<file path="src/rtl/dsc_map.vh">
// Operation
// Short-word length holds 8 or 10, resets 8.
// Other short-word length values are discarded.
// Single write of 1111 selects programmed format.
// From 0000, imperfect 1111 write keeps standard.
// Single write of 0000 restores standard framing.
// From 1111, any 1 bit keeps programmed format.
// Programmed format locks all other format writes.
// Four-bit CRC ends every command and response.
// Long word: data, address, command code map.
// Initialization loads address, switches, dither from data.
// Switch bits close switches; status reports them.
// Dither bit selects oscillator dither, default off.
// Pin direction bits make pins outputs.
// Output pins drive the commanded level bits.
// Long response: address, four zeros, payload.
// Status reports switch states and pin levels.
// Format response echoes flag, pointer, contents.
// Format write stores data; read returns contents.
// Format acts on own or global address.
// Short words answer only converter channel requests.
// CRC taps reset to 0001, top term implied.
// Reserved codes change nothing, answer nothing.
`ifndef DSC_MAP_VH
`define DSC_MAP_VH

// Command word fields.
`define DSC_F_OP        3:0
`define DSC_F_ADDR      7:4
`define DSC_F_DATA      15:8
`define DSC_F_SWDATA    9:8
`define DSC_B_HS        14
`define DSC_B_LS        13
`define DSC_B_DITHER    12
`define DSC_F_NEWADDR   11:8
`define DSC_F_LEVEL     14:12
`define DSC_F_DIR       10:8
`define DSC_B_RW        15
`define DSC_F_PTR       14:12
`define DSC_F_VAL       11:8

// Command codes.
`define DSC_OP_INIT     4'h0
`define DSC_OP_STATUS   4'h1
`define DSC_OP_AN0      4'h2
`define DSC_OP_IOCTL    4'h3
`define DSC_OP_ID       4'h4
`define DSC_OP_AN1      4'h5
`define DSC_OP_CLEAR    4'h7
`define DSC_OP_FMT      4'ha

// Format control locations.
`define DSC_LOC_POLY    3'h0
`define DSC_LOC_SEED    3'h2
`define DSC_LOC_SWLEN   3'h5
`define DSC_LOC_FSEL    3'h7

// Reset and coded values.
`define DSC_POLY_RST    4'h1
`define DSC_SEED_RST    4'ha
`define DSC_SWLEN_RST   4'h8
`define DSC_SWLEN_ALT   4'ha
`define DSC_FSEL_STD    4'h0
`define DSC_FSEL_ENH    4'hf
`define DSC_ADDR_RST    4'h0
`define DSC_ADDR_GLOBAL 4'h0
`define DSC_ZERO4       4'h0
`define DSC_ZERO3       3'h0
`define DSC_ZERO2       2'h0
`define DSC_ZERO1       1'h0

// Word lengths in bits, CRC excluded.
`define DSC_LEN_LONG    5'h10
`define DSC_LEN_SW8     5'h08
`define DSC_LEN_SW10    5'h0a

`endif

</file>
<file path="src/rtl/dsc_decoder.v">
`timescale 1ns/1ps
`include "dsc_map.vh"
module dsc_decoder #(
    parameter [3:0] VERSION = 4'h6 // Arbitrary value.
) (
    input  wire        CLOCK,
    input  wire        RST,
    input  wire        CMD_VALID,
    input  wire        CMD_LONG,
    input  wire [15:0] CMD_WORD,
    input  wire [3:0]  CMD_CRC,
    input  wire [9:0]  AN0_DATA,
    input  wire [9:0]  AN1_DATA,
    input  wire [2:0]  IO_IN,
    input  wire        FUSE_PARITY_FLAG,
    output wire        RSP_VALID,
    output wire        RSP_LONG,
    output wire [15:0] RSP_WORD,
    output wire [3:0]  RSP_CRC,
    output wire [4:0]  RSP_BITS,
    output wire        CMD_CRC_ERR,
    output wire [2:0]  IO_OUT,
    output wire [2:0]  IO_OE,
    output wire        HS_SWITCH_CLOSE,
    output wire        LS_SWITCH_CLOSE,
    output wire        OSC_DITHER,
    output wire        FRAMING_ENHANCED,
    output wire [4:0]  SHORT_WORD_BITS
);
    reg  [3:0]  dev_addr_q;
    reg  [3:0]  dev_addr_d;
    reg         high_side_switch_ctl_q;
    reg         high_side_switch_ctl_d;
    reg         low_side_switch_ctl_q;
    reg         low_side_switch_ctl_d;
    reg         oscillator_dither_q;
    reg         oscillator_dither_d;
    reg  [2:0]  pin_direction_q;
    reg  [2:0]  pin_direction_d;
    reg  [2:0]  pin_level_q;
    reg  [2:0]  pin_level_d;
    reg  [3:0]  crc_poly_q;
    reg  [3:0]  crc_poly_d;
    reg  [3:0]  crc_seed_q;
    reg  [3:0]  crc_seed_d;
    reg  [3:0]  short_word_length_q;
    reg  [3:0]  short_word_length_d;
    reg  [3:0]  framing_select_q;
    reg  [3:0]  framing_select_d;
    reg         rsp_valid_q;
    reg         rsp_valid_d;
    reg         rsp_long_q;
    reg         rsp_long_d;
    reg  [15:0] rsp_word_q;
    reg  [15:0] rsp_word_d;
    reg  [3:0]  rsp_crc_q;
    reg  [4:0]  rsp_bits_q;
    reg  [4:0]  rsp_bits_d;
    reg         crc_err_q;
    reg         clear_d;
    reg  [3:0]  fmt_echo;

    wire        enhanced_long_word;
    wire        enhanced_short_word;
    wire [3:0]  act_poly;
    wire [3:0]  act_seed;
    wire [4:0]  sw_bits;
    wire [4:0]  cmd_bits;
    wire [3:0]  cmd_crc_calc;
    wire [3:0]  rsp_crc_calc;
    wire        crc_ok;
    wire        go;
    wire [3:0]  op;
    wire [3:0]  addr;
    wire        hit;
    wire        glob;
    wire        fmt_wr;
    wire [2:0]  fmt_ptr;
    wire [3:0]  fmt_val;

    // The programmed settings only take effect once format selection is all ones.
    assign enhanced_long_word  = (framing_select_q == `DSC_FSEL_ENH);
    assign enhanced_short_word = enhanced_long_word &&
                                 (short_word_length_q == `DSC_SWLEN_ALT);
    assign act_poly = enhanced_long_word ? crc_poly_q : `DSC_POLY_RST;
    assign act_seed = enhanced_long_word ? crc_seed_q : `DSC_SEED_RST;
    assign sw_bits  = enhanced_short_word ? `DSC_LEN_SW10 : `DSC_LEN_SW8;
    assign cmd_bits = CMD_LONG ? `DSC_LEN_LONG : sw_bits;

    dsc_crc4 #(
        .W     (16)
    ) u_cmd_crc (
        .data  (CMD_WORD),
        .nbits (cmd_bits),
        .taps  (act_poly),
        .seed  (act_seed),
        .crc   (cmd_crc_calc)
    );

    // A corrupted command is dropped whole rather than half-applied.
    assign crc_ok  = (cmd_crc_calc == CMD_CRC);
    assign go      = CMD_VALID && crc_ok;
    assign op      = CMD_WORD[`DSC_F_OP];
    assign addr    = CMD_WORD[`DSC_F_ADDR];
    assign hit     = (addr == dev_addr_q);
    assign glob    = (addr == `DSC_ADDR_GLOBAL);
    assign fmt_wr  = CMD_WORD[`DSC_B_RW];
    assign fmt_ptr = CMD_WORD[`DSC_F_PTR];
    assign fmt_val = CMD_WORD[`DSC_F_VAL];

    always @* begin
        dev_addr_d             = dev_addr_q;
        high_side_switch_ctl_d = high_side_switch_ctl_q;
        low_side_switch_ctl_d  = low_side_switch_ctl_q;
        oscillator_dither_d    = oscillator_dither_q;
        pin_direction_d        = pin_direction_q;
        pin_level_d            = pin_level_q;
        crc_poly_d             = crc_poly_q;
        crc_seed_d             = crc_seed_q;
        short_word_length_d    = short_word_length_q;
        framing_select_d       = framing_select_q;
        rsp_valid_d            = 1'b0;
        rsp_long_d             = rsp_long_q;
        rsp_word_d             = rsp_word_q;
        rsp_bits_d             = rsp_bits_q;
        clear_d                = 1'b0;
        fmt_echo               = `DSC_ZERO4;
        if (go && CMD_LONG) begin
            case (op)
                `DSC_OP_INIT: begin
                    if (hit) begin
                        dev_addr_d             = CMD_WORD[`DSC_F_NEWADDR];
                        high_side_switch_ctl_d = CMD_WORD[`DSC_B_HS];
                        low_side_switch_ctl_d  = CMD_WORD[`DSC_B_LS];
                        oscillator_dither_d    = CMD_WORD[`DSC_B_DITHER];
                        rsp_valid_d = 1'b1;
                        rsp_word_d  = {CMD_WORD[`DSC_F_NEWADDR], `DSC_ZERO4, `DSC_ZERO1,
                                       CMD_WORD[`DSC_B_HS], CMD_WORD[`DSC_B_LS],
                                       `DSC_ZERO1, CMD_WORD[`DSC_F_NEWADDR]};
                    end
                end
                `DSC_OP_STATUS: begin
                    if (hit && !glob) begin
                        rsp_valid_d = 1'b1;
                        rsp_word_d  = {dev_addr_q, `DSC_ZERO4, `DSC_ZERO1,
                                       high_side_switch_ctl_q, low_side_switch_ctl_q,
                                       `DSC_ZERO2, IO_IN};
                    end
                end
                `DSC_OP_AN0: begin
                    if (hit && !glob) begin
                        rsp_valid_d = 1'b1;
                        rsp_word_d  = {dev_addr_q, `DSC_ZERO4, AN0_DATA[9:2]};
                    end
                end
                `DSC_OP_AN1: begin
                    if (hit && !glob) begin
                        rsp_valid_d = 1'b1;
                        rsp_word_d  = {dev_addr_q, `DSC_ZERO4, AN1_DATA[9:2]};
                    end
                end
                `DSC_OP_IOCTL: begin
                    if (hit && !glob) begin
                        pin_direction_d = CMD_WORD[`DSC_F_DIR];
                        pin_level_d     = CMD_WORD[`DSC_F_LEVEL];
                        rsp_valid_d     = 1'b1;
                        rsp_word_d      = {dev_addr_q, `DSC_ZERO4, `DSC_ZERO1,
                                           CMD_WORD[`DSC_F_LEVEL], `DSC_ZERO1,
                                           CMD_WORD[`DSC_F_DIR]};
                    end
                end
                `DSC_OP_ID: begin
                    if (hit && !glob) begin
                        rsp_valid_d = 1'b1;
                        rsp_word_d  = {dev_addr_q, `DSC_ZERO4, VERSION,
                                       `DSC_ZERO3, FUSE_PARITY_FLAG};
                    end
                end
                `DSC_OP_CLEAR: begin
                    if (hit || glob)
                        clear_d = 1'b1;
                end
                `DSC_OP_FMT: begin
                    if (hit || glob) begin
                        if (fmt_wr) begin
                            case (fmt_ptr)
                                `DSC_LOC_POLY: begin
                                    if (!enhanced_long_word)
                                        crc_poly_d = fmt_val;
                                end
                                `DSC_LOC_SEED: begin
                                    if (!enhanced_long_word)
                                        crc_seed_d = fmt_val;
                                end
                                `DSC_LOC_SWLEN: begin
                                    if (!enhanced_long_word &&
                                        (fmt_val == `DSC_SWLEN_RST ||
                                         fmt_val == `DSC_SWLEN_ALT))
                                        short_word_length_d = fmt_val;
                                end
                                `DSC_LOC_FSEL: begin
                                    if (framing_select_q == `DSC_FSEL_STD)
                                        framing_select_d = (fmt_val == `DSC_FSEL_ENH) ?
                                            `DSC_FSEL_ENH : `DSC_FSEL_STD;
                                    else
                                        framing_select_d = (fmt_val == `DSC_FSEL_STD) ?
                                            `DSC_FSEL_STD : `DSC_FSEL_ENH;
                                end
                                default: begin
                                    crc_poly_d = crc_poly_q;
                                end
                            endcase
                        end
                        // The echo shows what the location holds after the command.
                        case (fmt_ptr)
                            `DSC_LOC_POLY:  fmt_echo = crc_poly_d;
                            `DSC_LOC_SEED:  fmt_echo = crc_seed_d;
                            `DSC_LOC_SWLEN: fmt_echo = short_word_length_d;
                            `DSC_LOC_FSEL:  fmt_echo = framing_select_d;
                            default:        fmt_echo = `DSC_ZERO4;
                        endcase
                        if (!glob) begin
                            rsp_valid_d = 1'b1;
                            rsp_word_d  = {dev_addr_q, `DSC_ZERO4, fmt_wr,
                                           fmt_ptr, fmt_echo};
                        end
                    end
                end
                default: begin
                    rsp_valid_d = 1'b0;
                end
            endcase
            if (rsp_valid_d) begin
                rsp_long_d = 1'b1;
                rsp_bits_d = `DSC_LEN_LONG;
            end
        end else if (go) begin
            case (op)
                `DSC_OP_AN0: begin
                    if (hit && !glob) begin
                        rsp_valid_d = 1'b1;
                        rsp_word_d  = enhanced_short_word ? {6'h00, AN0_DATA} :
                                                           {8'h00, AN0_DATA[9:2]};
                    end
                end
                `DSC_OP_AN1: begin
                    if (hit && !glob) begin
                        rsp_valid_d = 1'b1;
                        rsp_word_d  = enhanced_short_word ? {6'h00, AN1_DATA} :
                                                           {8'h00, AN1_DATA[9:2]};
                    end
                end
                `DSC_OP_CLEAR: begin
                    if (hit || glob)
                        clear_d = 1'b1;
                end
                default: begin
                    rsp_valid_d = 1'b0;
                end
            endcase
            if (rsp_valid_d) begin
                rsp_long_d = 1'b0;
                rsp_bits_d = sw_bits;
            end
        end
        // Clear returns every setting to its power-up value and opens both switches.
        if (clear_d) begin
            dev_addr_d             = `DSC_ADDR_RST;
            high_side_switch_ctl_d = 1'b0;
            low_side_switch_ctl_d  = 1'b0;
            oscillator_dither_d    = 1'b0;
            pin_direction_d        = `DSC_ZERO3;
            pin_level_d            = `DSC_ZERO3;
            crc_poly_d             = `DSC_POLY_RST;
            crc_seed_d             = `DSC_SEED_RST;
            short_word_length_d    = `DSC_SWLEN_RST;
            framing_select_d       = `DSC_FSEL_STD;
        end
    end

    // The answer is sealed with the settings in force when the command arrived.
    dsc_crc4 #(
        .W     (16)
    ) u_rsp_crc (
        .data  (rsp_word_d),
        .nbits (rsp_bits_d),
        .taps  (act_poly),
        .seed  (act_seed),
        .crc   (rsp_crc_calc)
    );

    always @(posedge CLOCK) begin
        if (RST) begin
            dev_addr_q             <= `DSC_ADDR_RST;
            high_side_switch_ctl_q <= 1'b0;
            low_side_switch_ctl_q  <= 1'b0;
            oscillator_dither_q    <= 1'b0;
            pin_direction_q        <= `DSC_ZERO3;
            pin_level_q            <= `DSC_ZERO3;
            crc_poly_q             <= `DSC_POLY_RST;
            crc_seed_q             <= `DSC_SEED_RST;
            short_word_length_q    <= `DSC_SWLEN_RST;
            framing_select_q       <= `DSC_FSEL_STD;
            rsp_valid_q            <= 1'b0;
            rsp_long_q             <= 1'b0;
            rsp_word_q             <= 16'h0000;
            rsp_crc_q              <= `DSC_ZERO4;
            rsp_bits_q             <= 5'h00;
            crc_err_q              <= 1'b0;
        end else begin
            dev_addr_q             <= dev_addr_d;
            high_side_switch_ctl_q <= high_side_switch_ctl_d;
            low_side_switch_ctl_q  <= low_side_switch_ctl_d;
            oscillator_dither_q    <= oscillator_dither_d;
            pin_direction_q        <= pin_direction_d;
            pin_level_q            <= pin_level_d;
            crc_poly_q             <= crc_poly_d;
            crc_seed_q             <= crc_seed_d;
            short_word_length_q    <= short_word_length_d;
            framing_select_q       <= framing_select_d;
            rsp_valid_q            <= rsp_valid_d;
            rsp_long_q             <= rsp_long_d;
            rsp_word_q             <= rsp_word_d;
            rsp_bits_q             <= rsp_bits_d;
            if (rsp_valid_d)
                rsp_crc_q <= rsp_crc_calc;
            crc_err_q              <= CMD_VALID && !crc_ok;
        end
    end

    assign RSP_VALID        = rsp_valid_q;
    assign RSP_LONG         = rsp_long_q;
    assign RSP_WORD         = rsp_word_q;
    assign RSP_CRC          = rsp_crc_q;
    assign RSP_BITS         = rsp_bits_q;
    assign CMD_CRC_ERR      = crc_err_q;
    assign IO_OE            = pin_direction_q;
    assign IO_OUT           = pin_level_q;
    assign HS_SWITCH_CLOSE  = high_side_switch_ctl_q;
    assign LS_SWITCH_CLOSE  = low_side_switch_ctl_q;
    assign OSC_DITHER       = oscillator_dither_q;
    assign FRAMING_ENHANCED = enhanced_long_word;
    assign SHORT_WORD_BITS  = sw_bits;
endmodule // dsc_decoder

</file>
<file path="src/rtl/dsc_crc4.v">
`timescale 1ns/1ps
module dsc_crc4 #(
    parameter W = 16
) (
    input  wire [W-1:0] data,
    input  wire [4:0]   nbits,
    input  wire [3:0]   taps,
    input  wire [3:0]   seed,
    output reg  [3:0]   crc
);
    reg     [3:0] c;
    reg           fb;
    integer       i;

    // Bits are shifted in most significant first; only the low nbits take part.
    always @* begin
        c  = seed;
        fb = 1'b0;
        for (i = W - 1; i >= 0; i = i - 1) begin
            if (i < nbits) begin
                fb = c[3] ^ data[i];
                c  = {c[2:0], 1'b0} ^ ({4{fb}} & taps);
            end
        end
        crc = c;
    end
endmodule // dsc_crc4

</file>
<file path="config.mk">
export PLATFORM = sky130hd
export DESIGN_NAME = dsc_decoder
export DESIGN_NICKNAME = d
export VERILOG_FILES = /design/src/rtl/dsc_decoder.v /design/src/rtl/dsc_crc4.v
export VERILOG_INCLUDE_DIRS = /design/src /design/src/rtl
export SDC_FILE = /design/constraint.sdc
export NUM_CORES = 1
export LEC_CHECK = 0
export ABC_AREA = 1
export BUFFER_PORTS_ARGS = -buffer_cell sky130_fd_sc_hd__buf_2
export CORE_ASPECT_RATIO = 1.5
export CORE_MARGIN = 3
export CORE_UTILIZATION = 50
export DETAILED_ROUTE_END_ITERATION = 10
export GPL_ROUTABILITY_DRIVEN = 0
export GPL_TIMING_DRIVEN = 0
export PLACE_DENSITY = 0.67
export SETUP_SLACK_MARGIN = 0.4
export SLEW_MARGIN = 20
export SYNTH_ARGS = -nofsm -noshare
export SYNTH_HDL_FRONTEND = slang
export SYNTH_SLANG_ARGS = --single-unit
</file>
<file path="constraint.sdc">
create_clock -name CLOCK -period 14.3 [get_ports CLOCK]
set_input_delay 0 -clock CLOCK [delete_from_list [all_inputs] [get_ports CLOCK]]
set_output_delay 0 -clock CLOCK [all_outputs]
set_load 0.05 [all_outputs]
</file>
==> impl_metrics.yaml, run 1 <==
cells_and_area:
  num_antenna_cells: 0
  drive_gt1_frac: 0.338
  final_cell_mix: "nand2_1, inv_1, nand3_1"
  final_common_cell: "nand2_1"
  finalNonFillerCells: 1835
  utilization: 0.689
  fill_cells: 1482
  nNetsFinal: 1675
  syn2layout_area_growth_pct: 33.2
clock_network:
  htree_levels: 3
  cts_made_buffers: 9
  clockRootBuffer: "clkbuf_16"
  clock-sinks: 57
  clk_pin_slew_ps: 60
  cts_tree: "done"
  clock_latency_ps: 350
  cts.path.max_buffers: 2
global_route:
  antenna_found_initial: 0
  grt_usage: 0.301
  grt_overflow: 0
  grt_pass1_wl_mm: 44.8
  grt_pass1_vias: 9304
  grt_max_degree: 12
power_and_ir_drop:
  share_comb_of_total_power: 0.295
  p_seq_frac: 0.295
  powerDensity_nw_per_um2: 49.7
  p_sw_frac: 0.361
  p_int_uw: 347
  power_frac_clock: 0.410
  p_leak_uw: 0.00525
  switching_power_uw: 196
  irDropWorstVdd_uv: 81.9
logic_synthesis:
  async_flop_share: 0
  synth-seq-area-share: 0.139
  synthTopCellsByArea: "nand2_1, nand3_1, dfxtp_1, inv_1, nor2_1"
  synth_warnings: 0
  synth_edf_count: 0
  synth_flop_cell: "dfxtp_1"
  synth_top_area_frac: 0.175
  ys_types: 60
  avgSynthCellArea_um2: 5.59
  synth-seq-cells: 57
  synthCells: 1467
  syn_area_um2: 8190
  yosysTopAreaCell: "nand2_1"
worst_hold_path:
  min_to: "RSP_WORD[9]"
  worstHoldPathCells: 2
  hold_start: "RST"
  hold_class: "input port to flip-flop"
outcome:
  outcome: "complete, but fails checks"
  violations: "negative setup slack"
timing:
  setup_viol: 2
  finalCritPeriodShare: 1.00
  relSlewSlack: 0.419
  max_freq_mhz: 69.8
  fin_ws_ps: -23.6
  rsz0062_at_grt: "true"
  worstMarginPinSlew_ps: 868
  tns_ps: -42.4
  drv_slew: 0
  skew_ps: 6.27
  finalHoldViolations: 0
  finalCriticalPeriod_ps: 14320
setup_path:
  critPathMaxStageDelay_ps: 370
  r2r-end: "RSP_CRC[2]"
  r2r_slack_ps: -20
  crit_arrival_ps: 14540
  regToRegStartpoint: "framing_select_q[3]"
  cpMostUsedCell: "nand2_2"
  end_kind: "flip-flop"
  critPathKind: "flip-flop to flip-flop"
  r2r_cells: 142
  critPathMaxFanout: 7
  crit_path_start_kind: "flip-flop"
  required_ps: 14510
  slowest_stage: "dfxtp_4"
floorplan:
  core_area_um2: 15800
  ios: 91
  initial_utilization: 0.517
  fp.dieW_um: 111
  fp.dieH_um: 163
  rows: 56
  die_area_um2: 18000
routing:
  vias: 10600
  drc: 0
  wl_per_cell_um: 16.5
  wl_mm: 30.3
  first_pass_iters: 8
  first_iter_violations: 791
  ant_nets: 0
  vias_per_cell: 5.79
flow_run:
  maxCapViolCount: 0
placement:
  dp.final_hpwl_mm: 21.9
  dp.cells: 1757
  port-buffer-count: 85
## power by group through the flow
| stage | sequential [uW] | combinational, uW | clock, uW |
|---|---|---|---|
| 3_3_place_gp | 164 | 128 | 0 |
| 6_report | 160 | 160 | 223 |
| 5_1_grt | 160 | 175 | 229 |
| 4_1_cts | 161 | 136 | 222 |
| 2_1_floorplan | 168 | 93.4 | 0 |
| 3_5_place_dp | 164 | 130 | 0 |
## sequential cells by signal, indices dropped and copies added, names as in the netlist
signal / cells
RSP_LONG: 1
dev_addr_q: 4
framing_select_q: 4
crc_poly_q: 4
OSC_DITHER: 1
HS_SWITCH_CLOSE: 1
IO_OUT: 3
crc_seed_q: 4
CMD_CRC_ERR: 1
LS_SWITCH_CLOSE: 1
RSP_CRC: 4
short_word_length_q: 4
RSP_WORD: 16
IO_OE: 3
RSP_VALID: 1
RSP_BITS: 5
## cell families (layout without fill, tap and decap cells)
kind of cell / Yosys count / count (layout) / share of synthesized area
xor+xnor: 21 / 21 / 0.0243
simple gates: 915 / 915 / 0.553
buf+inv: 268 / 431 / 0.132
compound gates: 202 / 202 / 0.148
mux: 2 / 2 / 0.00244
other cells: 2 / 4 / 0.000917
flops: 57 / 57 / 0.139
## layout make-up
type / count / area, um2 / area share
repair buffers: 147 / 931 / 0.0853
inverters: 225 / 856 / 0.0784
well taps: 203 / 254 / 0.0233
clock inverters: 6 / 67.6 / 0.00619
clock buffers: 10 / 229 / 0.0210
plain buffers: 43 / 233 / 0.0213
multi-input cells: 1144 / 7190 / 0.659
flip-flops and latches: 57 / 1160 / 0.106
## worst max path at each step
stage / end / from / slack (ps)
CTS: RSP_CRC[3] / framing_select_q[3] / 420
floorplan: RSP_CRC[3] / framing_select_q[2] / 2040
global route: RSP_CRC[2] / framing_select_q[2] / -1120
global placement: RSP_CRC[3] / framing_select_q[2] / -30
detailed placement: RSP_CRC[3] / framing_select_q[2] / -270
finish: RSP_CRC[2] / framing_select_q[3] / -20
## metrics by stage
step | total power (uW) | hold slack, ps | area (um2) | setup slack [ps]
after floorplan | 261 | 128 | 8200 | 2040
after global placement | 293 | 324 | 8880 | -25.3
after detailed placement | 294 | 325 | 8880 | -268
after CTS | 519 | 49.8 | 9480 | 423
after global routing | 564 | 93.0 | 10900 | -1120
final | 543 | 63.9 | 10900 | -23.6
## what timing repair did
item / CTS / global route
pin swaps: 17 / 133
endpoints found under the hold margin: 1 / 0
hold buffers: 1 / 0
setup buffers: 16 / 45
endpoints found under the setup margin: 4 / 4
gates resized for setup: 40 / 272
## layer usage
| metal | wire length, um | up-vias | GRT usage |
|---|---|---|---|
| li1 | - | 5152 | - |
| met1 | 11200 | 4917 | 0.332 |
| met2 | 15600 | 422 | 0.565 |
| met3 | 1860 | 127 | 0.0297 |
| met4 | 1600 | 0 | 0.155 |
| met5 | 0 | - | 0 |
## synth_stat cells, types with 3 or more instances
cell type and count:
a211oi_1 3, a21oi_1 52, a221oi_1 5, a22o_1 5, a22oi_1 5, a31oi_1 4, buf_1 3, buf_2 9
buf_4 16, clkbuf_1 15, clkinv_1 5, dfxtp_1 57, inv_1 199, inv_2 20, nand2_1 383, nand2_2 46
nand2_4 11, nand3_1 233, nand3_2 37, nand3_4 5, nand3b_1 4, nand4_1 34, nor2_1 118, nor2_2 7
nor2_4 8, nor2_8 5, nor3_1 10, nor4_1 4, o2111ai_1 3, o211ai_1 7, o21ai_0 61, o21ai_1 19
o21ai_2 4, o22ai_1 14, o31ai_1 5, or2_2 4, xnor2_1 10, xor2_1 9
## worst max-delay path, delay by kind of cell (launching register included)
| kind | cells | cell delay, ps |
|---|---|---|
| AOI/OAI and AO/OA | 4 | 570 |
| and+or+nand+nor | 128 | 12430 |
| DFF | 1 | 370 |
| buffers and inverters | 10 | 710 |
(Power assumes the default switching activity.)
==> run 2, diff against run 1 <==
- PLACE_DENSITY: 0.67 -> 0.66
- SYNTH_HIERARCHICAL: unset -> 1
==> run 2 against run 1 <==
Flip-flop and latch count unchanged; the run still ends with negative setup slack left; non-clock buffer count up 34; critical endpoint is now RSP_CRC[3]; die area grew 14%.
==> impl_metrics.yaml, run 2 <==
routing:
  first_iter_violations: 940
  drc: 0
  wl_mm: 36.4
  vias_per_cell: 5.72
  vias: 12500
  wl_per_cell_um: 16.7
  first_pass_iters: 6
  ant_nets: 0
timing:
  rsz0062_at_grt: "true"
  finalHoldViolations: 0
  finalCritPeriodShare: 1.11
  max_freq_mhz: 63.1
  relSlewSlack: 0.387
  setup_viol: 4
  worstMarginPinSlew_ps: 915
  drv_slew: 0
  finalCriticalPeriod_ps: 15840
  fin_ws_ps: -1540
  skew_ps: 10.6
logic_synthesis:
  yosysMostFrequentCell: "nand2_1"
  yosysTopAreaCell: "nand2_1"
  synth_flop_cell: "dfxtp_1"
  syn_area_um2: 9440
  netlist_top_cells_count: "nand2_1, nand3_1, inv_1"
  ys_types: 53
  synthTopCellsByArea: "nand2_1, nand3_1, dfxtp_1, inv_1, nand3_2"
  synth_top_area_frac: 0.204
  avgSynthCellArea_um2: 5.48
  synth-seq-cells: 57
  synthCells: 1723
  synth_warnings: 6
  async_flop_share: 0
  synth_edf_count: 0
  synth-seq-area-share: 0.121
global_route:
  grt_pass1_wl_mm: 54.6
  grt_pass1_vias: 11500
  antenna_found_initial: 1
  grt_usage: 0.318
  grt_max_degree: 12
  grt_overflow: 0
placement:
  dp.cells: 2068
  port-buffer-count: 85
  dp.final_hpwl_mm: 25.9
cells_and_area:
  drive_gt1_frac: 0.383
  multi_input_area_um2: 8720
  regArea_um2: 1150
  num_antenna_cells: 0
  final_cell_mix: "nand2_1, inv_1, nand3_1"
  largest_reg_flops: 16
  finalNonFillerCells: 2181
  nNetsFinal: 1976
  fill_cells: 1662
  final_common_cell: "nand2_1"
  syn2layout_area_growth_pct: 37.1
floorplan:
  initial_utilization: 0.517
  rows: 60
  ios: 91
  die_area_um2: 20600
  fp.dieH_um: 174
  core_area_um2: 18200
  fp.dieW_um: 118
setup_path:
  crit_buf_inv: 9
  critPathMaxFanout: 8
  slowest_stage: "dfxtp_2"
  crit_arrival_ps: 16120
  required_ps: 14580
  cp_top_family: "simple AND/OR/NAND/NOR gates"
  crit_path_start_kind: "flip-flop"
  r2r_cells: 159
  cpMostUsedCell: "nand2_2"
  critPathMaxStageDelay_ps: 350
  critPathKind: "flip-flop to flip-flop"
  end_kind: "flip-flop"
  path_depth: 159
power_and_ir_drop:
  total_power_uw: 638
  irDropWorstVdd_uv: 55.9
  p_leak_uw: 0.00612
  powerDensity_nw_per_um2: 49.3
flow_run:
  maxCapViolCount: 0
clock_network:
  cts_tree: "done"
  clock-sinks: 57
  cts.path.max_buffers: 2
  clock_latency_ps: 340
  htree_levels: 3
  cts_made_buffers: 9
  clockRootBuffer: "clkbuf_16"
  clk_pin_slew_ps: 60
outcome:
  outcome: "complete, but fails checks"
  violations: "negative setup slack"
worst_hold_path:
  hold_class: "input port to flip-flop"
  worstHoldPathCells: 3
-- run 2: cell types whose count changed in the layout (fill, tap and decap cells not counted), moves of 11 or more --
cell / delta
inv_1: +11
a21oi_1: +11
nand2_1: +102
clkbuf_1: -12
nand4_1: -13
buf_4: +33
nor2_1: -29
nand3_1: +46
o21ai_1: +13
nand3_2: +28
inv_2: +19
o21ai_2: +19
nand3_4: +14
nand2_2: +40
-- run 2: through the flow --
stage	setup TNS [ps]	setup WS (ps)	util	cell area, um2	hold WS, ps
detailed placement	-7420	-1890	0.560	10200	260
global route	-10610	-2670	0.709	12900	79.8
CTS	-2160	-577	0.638	11600	49.8
global placement	-6350	-1620	0.560	10200	236
finish	-6080	-1540	0.709	12900	56.9
floorplan	0	500	-	9490	123
-- run 2: power breakdown --
part,internal [uW],total (uW),switching [uW]
combinational,95.3,268,172
sequential,159,160,0.587
clock,122,210,87.9
-- run 2: worst paths after layout --
| path | startpoint | endpoint | slack [ps] |
|---|---|---|---|
| max reg2reg | framing_select_q[0] | RSP_CRC[3] | -1540 |
| min | CMD_WORD[11] | dev_addr_q[3] | 60 |
| min reg2reg | RSP_WORD[10] | RSP_WORD[10] | 480 |
| max | framing_select_q[0] | RSP_CRC[3] | -1540 |
-- run 2: cell type report --
cell class	count	area share
Clock buffer	10	0.0185
Clock inverter	6	0.00329
Inverter	254	0.0758
Buffer	42	0.0231
Multi-Input combinational cell	1382	0.674
Timing Repair Buffer	182	0.0926
Sequential cell	57	0.0886
Tap cell	248	0.0240
-- run 2: repair_timing --
action,4_1_cts,5_1_grt
buffers inserted,66,30
resized for setup,173,249
hold endpoints to repair,1,0
gates cloned,0,0
setup endpoints to repair,4,4
pin swaps,83,174
hold buffers,1,0
-- run 2: metal layers --
metal | share of wire | track usage
met1 | 0.37 | 0.344
met2 | 0.52 | 0.609
met3 | 0.051 | 0.0332
met4 | 0.054 | 0.150
met5 | 0.00036 | 0
-- run 2: worst reg2reg max path: cells and delay by family (launching register included) --
family | cells | cell delay [ps]
xor+xnor | 2 | 320
flops | 1 | 350
simple gates | 141 | 13290
buf+inv | 9 | 910
compound gates | 7 | 910
-- run 2: cells by family (layout without fill, tap and decap cells) --
kind of cell    after synthesis  count (layout)  share of synthesized area
buf+inv                     296             494                      0.131
other cells                   2              14                   0.000796
flops                        57              57                      0.121
simple gates               1108            1108                      0.579
compound gates              236             236                      0.145
xor+xnor                     24              24                     0.0231
